--- src/adcc_pkg.sv ---
/*
 * Constants, field layouts and carrier types for the conversion control block.
 * Assumes one 40 MHz system clock and a same-clock analog core and pad logic.
 */
package adcc_pkg;
	localparam int ADDR_W = 3;
	localparam int DATA_W = 8;
	localparam int RES_W = 12;
	localparam int NUM_CH = 8;
	localparam int NUM_INT = 4;
	localparam int CLK_PERIOD_NS = 25;
	localparam logic [ADDR_W-1:0] OFS_CTRL_A = 3'h0;
	localparam logic [ADDR_W-1:0] OFS_CTRL_B = 3'h1;
	localparam logic [ADDR_W-1:0] OFS_RES_HI = 3'h2;
	localparam logic [ADDR_W-1:0] OFS_RES_LO = 3'h3;
	localparam logic [ADDR_W-1:0] OFS_PIN_SEL = 3'h4;
	localparam logic [DATA_W-1:0] CTRL_A_RST = 8'h00;
	localparam logic [DATA_W-1:0] CTRL_B_RST = 8'h00;
	localparam logic [DATA_W-1:0] PIN_SEL_RST = 8'h00;
	localparam logic [1:0] REF_SUPPLY_CODE = 2'h1;
	localparam logic [2:0] INSEL_BGAP = 3'h1;
	localparam logic [2:0] INSEL_AMP0 = 3'h2;
	localparam logic [2:0] INSEL_AMP1 = 3'h3;
	localparam logic [2:0] INSEL_PLT = 3'h4;
	localparam logic [4:0] SAMPLE_TICKS = 5'h04;
	localparam logic [4:0] CONV_TICKS = 5'h0C;
	localparam logic [4:0] TOTAL_TICKS = SAMPLE_TICKS + CONV_TICKS;

	typedef struct packed {
		logic start;
		logic busy;
		logic power_en;
		logic data_format;
		logic [3:0] ext_chan;
	} adcc_ctrl_a_t;

	typedef struct packed {
		logic [2:0] in_sel;
		logic [1:0] ref_sel;
		logic [2:0] clk_div;
	} adcc_ctrl_b_t;

	typedef struct packed {
		logic power_en;
		logic ref_supply;
		logic sample;
		logic convert;
		logic conv_tick;
		logic [NUM_CH-1:0] ext_chan_en;
		logic [NUM_INT-1:0] int_src_en;
	} adcc_core_ctl_t;

	typedef struct packed {
		logic [NUM_CH-1:0] oe;
		logic [NUM_CH-1:0] pull_en;
		logic [NUM_CH-1:0] dig_in_en;
	} adcc_pad_ctl_t;
endpackage : adcc_pkg

--- src/adcc_top.sv ---
/*
 * Conversion control: register port, clock divider, conversion sequencer,
 * input and reference routing, and analog pin override.
 * Assumes the analog core presents its result on core_result at the last tick.
 */
`timescale 1ns/1ps
module adcc_top (
	// Clock and reset.
	input wire logic core_clk,
	input wire logic arst_n,
	// Register port.
	input wire logic [adcc_pkg::ADDR_W-1:0] reg_addr,
	input wire logic [adcc_pkg::DATA_W-1:0] reg_wdata,
	input wire logic reg_wr,
	input wire logic reg_rd,
	output logic [adcc_pkg::DATA_W-1:0] reg_rdata,
	// Analog core.
	input wire logic [adcc_pkg::RES_W-1:0] core_result,
	output adcc_pkg::adcc_core_ctl_t core_ctl,
	// Pad control.
	input wire logic [adcc_pkg::NUM_CH-1:0] gpio_oe,
	input wire logic [adcc_pkg::NUM_CH-1:0] gpio_pull_en,
	output adcc_pkg::adcc_pad_ctl_t pad_ctl,
	// Interrupt request to the system interrupt controller.
	output logic conv_irq_req
);
	import adcc_pkg::*;

	typedef enum logic [1:0] {ST_IDLE, ST_SAMPLE, ST_CONVERT} adcc_state_t;

	function automatic logic [6:0] div_last(input logic [2:0] sel);
		div_last = 7'((8'h01 << sel) - 8'h01);
	endfunction : div_last

	logic rst_s1_reg;
	logic rst_n;
	adcc_ctrl_a_t ctrl_a_reg, ctrl_a_next;
	adcc_ctrl_b_t ctrl_b_reg, ctrl_b_next;
	logic [NUM_CH-1:0] pin_sel_reg, pin_sel_next;
	logic [DATA_W-1:0] rdata_reg, rdata_next;
	adcc_state_t state_reg, state_next;
	logic [6:0] div_cnt_reg, div_cnt_next;
	logic [4:0] phase_reg, phase_next;
	logic armed_reg, armed_next;
	logic irq_reg, irq_next;
	logic [RES_W-1:0] result_reg, result_next;
	logic tick;
	logic busy;
	logic launch;
	logic abort;
	logic done;

	always_ff @(posedge core_clk or negedge arst_n) begin
		if (!arst_n) begin
			rst_s1_reg <= 1'b0;
			rst_n <= 1'b0;
		end else begin
			rst_s1_reg <= 1'b1;
			rst_n <= rst_s1_reg;
		end
	end

	assign busy = (state_reg != ST_IDLE);
	assign tick = busy && (div_cnt_reg == div_last(ctrl_b_reg.clk_div));
	assign abort = busy && (!ctrl_a_reg.power_en || ctrl_a_reg.start);
	assign launch = armed_reg && !ctrl_a_reg.start && ctrl_a_reg.power_en && !busy;
	assign done = (state_reg == ST_CONVERT) && tick && (phase_reg == CONV_TICKS - 5'h01) && !abort;

	// Register file.
	always_comb begin
		ctrl_a_next = ctrl_a_reg;
		ctrl_b_next = ctrl_b_reg;
		pin_sel_next = pin_sel_reg;
		rdata_next = '0;
		if (reg_wr) begin
			unique case (reg_addr)
				OFS_CTRL_A: begin
					ctrl_a_next = adcc_ctrl_a_t'(reg_wdata);
					ctrl_a_next.busy = 1'b0;
				end
				OFS_CTRL_B: ctrl_b_next = adcc_ctrl_b_t'(reg_wdata);
				OFS_PIN_SEL: pin_sel_next = reg_wdata;
				default: ;
			endcase
		end
		if (reg_rd) begin
			unique case (reg_addr)
				OFS_CTRL_A: begin
					rdata_next = ctrl_a_reg;
					rdata_next[6] = busy;
				end
				OFS_CTRL_B: rdata_next = ctrl_b_reg;
				OFS_RES_HI: begin
					rdata_next = ctrl_a_reg.data_format ? {4'h0, result_reg[11:8]} : result_reg[11:4];
				end
				OFS_RES_LO: begin
					rdata_next = ctrl_a_reg.data_format ? result_reg[7:0] : {result_reg[3:0], 4'h0};
				end
				OFS_PIN_SEL: rdata_next = pin_sel_reg;
				default: rdata_next = '0;
			endcase
		end
	end

	always_ff @(posedge core_clk or negedge rst_n) begin
		if (!rst_n) begin
			ctrl_a_reg <= CTRL_A_RST;
			ctrl_b_reg <= CTRL_B_RST;
			pin_sel_reg <= PIN_SEL_RST;
			rdata_reg <= '0;
		end else begin
			ctrl_a_reg <= ctrl_a_next;
			ctrl_b_reg <= ctrl_b_next;
			pin_sel_reg <= pin_sel_next;
			rdata_reg <= rdata_next;
		end
	end

	// Conversion sequencer. Writing start high while busy aborts the conversion; a new one launches once start is written low.
	always_comb begin
		state_next = state_reg;
		div_cnt_next = '0;
		phase_next = phase_reg;
		armed_next = ctrl_a_reg.start;
		irq_next = 1'b0;
		result_next = result_reg;
		if (busy && !tick) begin
			div_cnt_next = 7'(div_cnt_reg + 7'h01);
		end
		unique case (state_reg)
			ST_IDLE: begin
				phase_next = '0;
				if (launch) begin
					state_next = ST_SAMPLE;
				end
			end
			ST_SAMPLE: begin
				if (tick) begin
					if (phase_reg == SAMPLE_TICKS - 5'h01) begin
						state_next = ST_CONVERT;
						phase_next = '0;
					end else begin
						phase_next = 5'(phase_reg + 5'h01);
					end
				end
			end
			ST_CONVERT: begin
				if (done) begin
					state_next = ST_IDLE;
					irq_next = 1'b1;
					result_next = core_result;
				end else if (tick) begin
					phase_next = 5'(phase_reg + 5'h01);
				end
			end
		endcase
		if (abort) begin
			state_next = ST_IDLE;
			irq_next = 1'b0;
		end
	end

	always_ff @(posedge core_clk or negedge rst_n) begin
		if (!rst_n) begin
			state_reg <= ST_IDLE;
			div_cnt_reg <= '0;
			phase_reg <= '0;
			armed_reg <= 1'b0;
			irq_reg <= 1'b0;
			result_reg <= '0;
		end else begin
			state_reg <= state_next;
			div_cnt_reg <= div_cnt_next;
			phase_reg <= phase_next;
			armed_reg <= armed_next;
			irq_reg <= irq_next;
			result_reg <= result_next;
		end
	end

	// Routing to the analog core and pin override.
	always_comb begin
		core_ctl = '0;
		core_ctl.power_en = ctrl_a_reg.power_en;
		core_ctl.ref_supply = (ctrl_b_reg.ref_sel == REF_SUPPLY_CODE);
		core_ctl.sample = (state_reg == ST_SAMPLE);
		core_ctl.convert = (state_reg == ST_CONVERT);
		core_ctl.conv_tick = tick;
		if (!ctrl_a_reg.ext_chan[3]) begin
			core_ctl.ext_chan_en[ctrl_a_reg.ext_chan[2:0]] = 1'b1;
		end else begin
			unique case (ctrl_b_reg.in_sel)
				INSEL_BGAP: core_ctl.int_src_en[0] = 1'b1;
				INSEL_AMP0: core_ctl.int_src_en[1] = 1'b1;
				INSEL_AMP1: core_ctl.int_src_en[2] = 1'b1;
				INSEL_PLT: core_ctl.int_src_en[3] = 1'b1;
				default: ;
			endcase
		end
		pad_ctl.oe = gpio_oe & ~pin_sel_reg;
		pad_ctl.pull_en = gpio_pull_en & ~pin_sel_reg;
		pad_ctl.dig_in_en = ~pin_sel_reg;
	end

	assign reg_rdata = rdata_reg;
	assign conv_irq_req = irq_reg;

	// Helper counters for the checks below.
	logic [11:0] busy_len_reg;
	logic [7:0] div_at_launch_reg;
	always_ff @(posedge core_clk or negedge rst_n) begin
		if (!rst_n) begin
			busy_len_reg <= '0;
			div_at_launch_reg <= '0;
		end else begin
			busy_len_reg <= busy ? 12'(busy_len_reg + 12'h001) : 12'h000;
			if (launch) begin
				div_at_launch_reg <= 8'(div_last(ctrl_b_reg.clk_div)) + 8'h01;
			end
		end
	end

	a_busy_after_launch: assert property (@(posedge core_clk) disable iff (!rst_n)
		launch |=> busy) else $error("busy not set after launch");
	a_busy_holds: assert property (@(posedge core_clk) disable iff (!rst_n)
		(busy && !abort && !done) |=> busy) else $error("busy dropped early");
	a_done_clears: assert property (@(posedge core_clk) disable iff (!rst_n)
		done |=> (!busy && conv_irq_req)) else $error("busy not cleared at end");
	a_irq_at_end: assert property (@(posedge core_clk) disable iff (!rst_n)
		$rose(conv_irq_req) |-> ($fell(busy) && !$past(abort))) else $error("stray request");
	a_conv_length: assert property (@(posedge core_clk) disable iff (!rst_n)
		(conv_irq_req && $fell(busy)) |-> (busy_len_reg == 12'(16 * div_at_launch_reg)))
		else $error("conversion length wrong");
	a_div_full_rate: assert property (@(posedge core_clk) disable iff (!rst_n)
		(busy && ctrl_b_reg.clk_div == 3'h0) |-> tick) else $error("undivided clock missed tick");
	a_sample_phase: assert property (@(posedge core_clk)
		disable iff (!rst_n || !ctrl_a_reg.power_en || ctrl_a_reg.start)
		(launch && ctrl_b_reg.clk_div == 3'h0) |=> core_ctl.sample [*4] ##1 core_ctl.convert)
		else $error("sampling phase length wrong");
	a_result_loaded: assert property (@(posedge core_clk) disable iff (!rst_n)
		conv_irq_req |-> (result_reg == $past(core_result))) else $error("result not loaded");
	a_abort_power: assert property (@(posedge core_clk) disable iff (!rst_n)
		(busy && !ctrl_a_reg.power_en) |=> (!busy && !conv_irq_req)) else $error("abort failed");
	a_no_launch_off: assert property (@(posedge core_clk) disable iff (!rst_n)
		(!busy && !ctrl_a_reg.power_en) |=> !busy) else $error("launch while off");
	a_ref_route: assert property (@(posedge core_clk) disable iff (!rst_n)
		core_ctl.ref_supply |-> (ctrl_b_reg.ref_sel == 2'h1)) else $error("reference misrouted");
	a_no_short: assert property (@(posedge core_clk) disable iff (!rst_n)
		(core_ctl.int_src_en != '0) |-> (core_ctl.ext_chan_en == '0)) else $error("source short");
	a_pin_override: assert property (@(posedge core_clk) disable iff (!rst_n)
		((pad_ctl.oe | pad_ctl.pull_en) & pin_sel_reg) == '0) else $error("analog pin driven");

	c_launch: cover property (@(posedge core_clk) disable iff (!rst_n) launch);
	c_done: cover property (@(posedge core_clk) disable iff (!rst_n) done);
	c_abort: cover property (@(posedge core_clk) disable iff (!rst_n) abort);
	c_internal: cover property (@(posedge core_clk) disable iff (!rst_n) done && core_ctl.int_src_en != '0);
endmodule : adcc_top

--- config.mk ---
export PLATFORM = sky130hd
export DESIGN_NAME = adcc_top
export DESIGN_NICKNAME = d
export VERILOG_FILES = /design/src/adcc_pkg.sv /design/src/adcc_top.sv
export SDC_FILE = /design/constraint.sdc
export NUM_CORES = 1
export LEC_CHECK = 0
export BUFFER_PORTS_ARGS = -buffer_cell sky130_fd_sc_hd__buf_2
export CORE_MARGIN = 4
export CORE_UTILIZATION = 52
export CTS_CLUSTER_DIAMETER = 50
export DETAILED_ROUTE_END_ITERATION = 7
export GPL_TIMING_DRIVEN = 0
export HOLD_SLACK_MARGIN = 0.08
export PLACE_DENSITY = 0.88
export SLEW_MARGIN = 10
export SYNTH_ARGS = -nofsm -noshare
export SYNTH_HDL_FRONTEND = slang
export SYNTH_SLANG_ARGS = --single-unit
--- constraint.sdc ---
create_clock -name core_clk -period 3.25 [get_ports core_clk]
set_clock_uncertainty 0.15 [all_clocks]
set_input_delay 0.325 -clock core_clk [delete_from_list [all_inputs] [get_ports core_clk]]
set_output_delay 0.325 -clock core_clk [all_outputs]
set_load 0.02 [all_outputs]
==> results of run 1 <==
-- Yosys cell counts (all sizes together), types with 2 or more instances --
library cell	instances
dfrtp	61
nor2	35
mux2	32
nand2	26
nor2b	22
o21ai	18
inv	17
nor3	14
clkbuf	13
nand2b	9
a21oi	8
a22oi	7
xnor2	7
ha	6
and3	5
buf	5
mux2i	5
nand3	5
o22ai	5
a221oi	3
a31oi	3
or2	3
a211o	2
and2	2
nor3b	2
nor4	2
nor4bb	2
o32ai	2
or3	2
or4	2
xor2	2
-- metal layers --
layer | vias to the layer above | routed length [um] | track usage
met3 | 19 | 756 | 0.0593
met4 | 0 | 169 | 0.0865
li1 | 1458 | - | -
met1 | 1518 | 3620 | 0.298
met2 | 157 | 4780 | 0.423
met5 | - | 0 | 0
-- how the worst min path moves through the flow --
stage,from,to,slack [ns],depth (start not counted)
final,reg_wdata[1],pin_sel_reg[1],0.10,3
after global routing,reg_wdata[1],pin_sel_reg[1],0.10,3
after detailed placement,arst_n,rst_s1_reg,-0.04,1
after floorplan,arst_n,rst_n,-0.12,0
after CTS,reg_wdata[1],pin_sel_reg[1],0.08,3
after global placement,arst_n,rst_s1_reg,-0.04,1
-- power by group --
part	leakage [nW]	internal [mW]	switching, mW
clock network	0.0979	0.398	0.280
logic	1.26	0.365	0.502
registers	0.796	0.851	0.109
total	2.15	1.61	0.892
-- repair_timing --
action,CTS,global route
setup endpoints to repair,17,18
hold buffers,15,0
gates cloned,0,1
setup buffers,3,6
pin swaps,3,3
endpoints found under the hold margin,16,0
gates resized for setup,7,14
-- layout make-up --
cell class                      count  area (um2)  share of cell area
Clock buffer                       15         166              0.0376
Timing Repair Buffer              117         708               0.160
Clock inverter                      1        30.0             0.00679
Tap cell                           75        93.8              0.0212
Inverter                           17        63.8              0.0144
Multi-Input combinational cell    247        1730               0.392
Sequential cell                    61        1530               0.345
Buffer                             18        98.8              0.0223
-- worst max-delay path: stages (launching register included) --
cell	delay [ns]
dfrtp_1	0.40
buf_2	0.20
or3_4	0.36
ha_4	0.20
xor2_1	0.18
a21o_1	0.18
a211o_4	0.35
or2_4	0.27
nor3_4	0.29
buf_6	0.18
mux2_1	0.33
-- cell families after synthesis --
logic type / count (synthesis)
AOI/OAI and AO/OA: 59
DFF: 61
muxes: 37
xor gates and xnor gates: 9
other: 1
buffers and inverters: 35
adders and majority gates: 6
and+or+nand+nor: 135
==> metrics, run 1 <==
outcome=complete, no violations; number of synthesized flops with an enable pin=0; commonest non-fill, non-tap cells in the layout=buf_2 (92), dfrtp_1 (60), nor2_1 (35), nand2_1 (26), mux2_2 (24); # clock sinks=61; crit path kind=reg2reg; TritonCTS clock tree=yes; largest net degree at the start of global routing=31; nets=520; hold_ws=0.104 ns; actual slew at the worst max-slew pin=1.17 ns; max-cap violations=0; Post-Synthesis Cells=343; H-Tree Depth=3; P&R area growth vs syn=32.3%; R2R depth=10; WP data required=3.31 ns; Vias per Instance=5.72; Critical Path End Type=register; synthesized area=0.00334 mm2; share of cells above drive strength 1=0.336; clk slew on worst S/H paths=0.07 ns; drt pass-1 iters=5; Iteration-0 DRC Markers=172; n_diodes=0; worst setup path endpoint=result_reg[5]; Synth Area in XOR/XNOR=0.0236; Max Slew Vio Count=0; Cell Area, Placed=0.00391 mm2; core area=0.00606 mm2; FF-to-FF End=result_reg[5]; design area=0.00442 mm2; Crit. Startpoint=ctrl_b_reg[0]; clock buffer depth=2; setup tns final=0 ns; Root Driver=clkbuf_8; commonest non-fill, non-tap cell in the layout=buf_2; DR vias=3,152; Compound-Gate Fraction of Synth Area=0.118; Adder-Cell Fraction of Synth Area=0.0225; Worst EP arrival=3.27 ns; floorplan row count=28; antenna violations before repair=0; largest area contributor in the netlist=dfrtp_1; register area share after synthesis=0.457; IO buf count=91; Routed Antenna Nets=0; RD Place Congestion=0.916; dominant synthesized flop cell=dfrtp_1; FFs w/ async S/R, synth=1.00; die span in y=88.2 um; total track usage=0.245; DR WL/cell=16.9 um; utilization after layout=0.730; Syn Area/Cell=9.74 um2; dpl hpwl=6.22 mm; Initial Utilization=0.551; PnR worst setup slack=0.0378 ns; drc violations=0; top cells by area, synth=dfrtp_1 (46%), mux2_2 (8.1%), nor2b_1 (4.1%), nor2_1 (3.9%), nand2_1 (2.9%); first-pass GRT wire length=14.7 mm; largest family of logic cells by synthesized area=simple AND/OR/NAND/NOR gates; worst-skew pair later-pin latency=0.34 ns; Lkg Pwr=2.15 nW; Final setup viols=0; Slew HR=0.217; Fillers=404; Die ar.=0.00777 mm2; vias in the first global route=3,072; Synth top area share=0.457; mux contribution to synthesized area=0.123; fmax=0.311 GHz; GR Overflow Total=0; final non-filler cell total=551; maximum vdd drop=0.000395 V; reg2reg start=ctrl_b_reg[0]; Die Width=88.2 um; worst min path class=in2reg; Hold Fails Final Rpt=0; register bit total from synthesis=61; syn_nets=392; final worst-path cycle share=0.988; fin crit period=3.21 ns; pre-CTS WS=-0.273 ns; setup slack, reg-to-reg=0.04 ns; startpoint types=register; Post-Synth Simple-Gate Area=0.211; pwr/cell area=567 mW/mm2; crit-path max FO=10; total power=2.51 mW; WL final=9.32 mm; post-synth cell types=53; placed cell count=510; max reg flops=12; total clock buffers created by CTS=9; Ports=93; Synthesis Warnings=0
Note: power is estimated with default switching activity, not from simulation.
==> run 2: changes to the inputs <==
==> constraint.sdc (replaced) <==
create_clock -name core_clk -period 3.6 [get_ports core_clk]
set_clock_uncertainty 0.15 [all_clocks]
set_input_delay 0.36 -clock core_clk [delete_from_list [all_inputs] [get_ports core_clk]]
set_output_delay 0.36 -clock core_clk [all_outputs]
set_load 0.02 [all_outputs]
==> run 2 against run 1 <==
Effect of this change:
- flip-flop and latch count did not move
- utilization decreased by 3.8 points
- die area is the same
- first-iteration DRC count grew 12%
- global-route usage shrank 1.1 points
- critical endpoint is now core_ctl[12]
- register-to-register slack improved by 0.25 ns
- sequential power decreased by 9.7%
==> metrics, run 2 (synthesized netlist as in run 1, its figures left out) <==
outcome=complete, no violations; RD Place Congestion=0.916; worst min path class=in2reg; TritonCTS clock tree=yes; worst-skew pair later-pin latency=0.34 ns; total power=2.18 mW; Fillers=439; Worst path slowest cell=dfrtp_1; DR vias=3,026; Vias per Instance=5.69; design area=0.00419 mm2; drc violations=0; Die ar.=0.00777 mm2; Iteration-0 DRC Markers=193; hold path startpoint=reg_wdata[6]; Lkg Pwr=2.05 nW; crit path cell chain=clkbuf_2 -> or3_1 -> ha_2 -> xor2_1 -> a21o_1 -> a211o_1 -> nor4_4 -> buf_4 -> buf_2; Crit. Startpoint=ctrl_b_reg[2]; RSZ-0062 raised after global routing=no; Max Slew Vio Count=0; crit path buf inv count=3; total clock buffers created by CTS=9; final worst-path cycle share=0.959; largest net degree at the start of global routing=31; Routed Antenna Nets=0; n_diodes=0; delay-heaviest family, CP=simple AND/OR/NAND/NOR gates; # clock sinks=61; H-Tree Depth=3; Final setup viols=0; utilization after layout=0.692; startpoint types=register; Initial Utilization=0.551; commonest non-fill, non-tap cell in the layout=buf_2; pre-CTS WS=0.0772 ns; Root Driver=clkbuf_8; WL final=8.54 mm; drt pass-1 iters=5; crit path kind=reg2out; reg2reg start=ctrl_b_reg[2]; share of cells above drive strength 1=0.317; Slew HR=0.232; IO buf count=91; max reg flops=12; vias in the first global route=2,925; pwr/cell area=521 mW/mm2; core area=0.00606 mm2; dpl hpwl=6.22 mm; Ports=93; Largest stage delay, worst path=0.42 ns; final non-filler cell total=532; Worst EP arrival=2.94 ns; PnR worst setup slack=0.147 ns; commonest non-fill, non-tap cells in the layout=buf_2 (93), dfrtp_1 (60), nor2_1 (35), nand2_1 (26), mux2_2 (24); fin crit period=3.45 ns; die span in y=88.2 um; clock buffer depth=2; P&R area growth vs syn=25.5%; floorplan row count=28; clk slew on worst S/H paths=0.06 ns; setup tns final=0 ns; maximum vdd drop=0.000357 V; crit-path max FO=10; Critical Path End Type=primary output; nets=501; hold_ws=0.0939 ns; Die Width=88.2 um; max-cap violations=0; placed cell count=510; first-pass GRT wire length=14.0 mm; actual slew at the worst max-slew pin=1.14 ns; GR Overflow Total=0; fmax=0.290 GHz; Cell Area, Placed=0.00391 mm2; WP data required=3.09 ns; total track usage=0.234; DR WL/cell=16.0 um; antenna violations before repair=0; Hold Fails Final Rpt=0
==> run 2: what timing repair did <==
| action | in CTS | in global routing |
|---|---|---|
| endpoints found under the setup margin | 9 | 13 |
| hold buffers | 5 | 0 |
| pin swaps | 0 | 1 |
| hold endpoints to repair | 6 | 0 |
| gates resized for setup | 2 | 4 |
| setup buffers | 0 | 1 |
==> run 2: worst paths after layout <==
path | end | slack [ns] | cells after the start
worst min register to register | result_reg[1] | 0.15 | 0
max in group asynchronous | div_cnt_reg[4] | 2.56 | 1
min in group asynchronous | result_reg[1] | 0.15 | 0
worst min-delay path | pin_sel_reg[6] | 0.09 | 3
worst max register to register | result_reg[0] | 0.29 | 10
worst max-delay path | core_ctl[12] | 0.15 | 9
==> run 2: report_power, final <==
| part | internal, mW | total [mW] | switching [mW] |
|---|---|---|---|
| clock network | 0.359 | 0.607 | 0.248 |
| registers | 0.769 | 0.867 | 0.0981 |
| logic | 0.285 | 0.710 | 0.425 |
| total | 1.41 | 2.18 | 0.770 |
==> run 2: routing by layer <==
metal	part of all wire	GRT usage	routed length (um)	vias up
met5	0	0	0	-
met4	0.021	0.0907	176	0
met3	0.074	0.0593	633	24
met2	0.51	0.392	4360	130
met1	0.39	0.289	3370	1454
li1	-	-	-	1418
==> run 2: final cells by class <==
class	count	area (um2)	area share
sequential	61	1530	0.364
buffer	18	86.3	0.0206
clock inverter	1	30.0	0.00716
inverter	17	63.8	0.0152
tap	75	93.8	0.0224
timing repair buffer	98	533	0.127
clock buffer	15	166	0.0397
multi-input combinational	247	1690	0.403
==> run 2: worst reg2reg max path: cells and delay by family, from the launching register on <==
| kind | cells | cell delay (ns) |
|---|---|---|
| adder cells (fa/ha/maj) | 1 | 0.26 |
| AND/OR/NAND/NOR | 3 | 0.92 |
| AO/OA/AOI/OAI | 2 | 0.52 |
| XOR/XNOR | 1 | 0.19 |
| buffers and inverters | 2 | 0.39 |
| flip-flops | 1 | 0.42 |
| multiplexers | 1 | 0.34 |
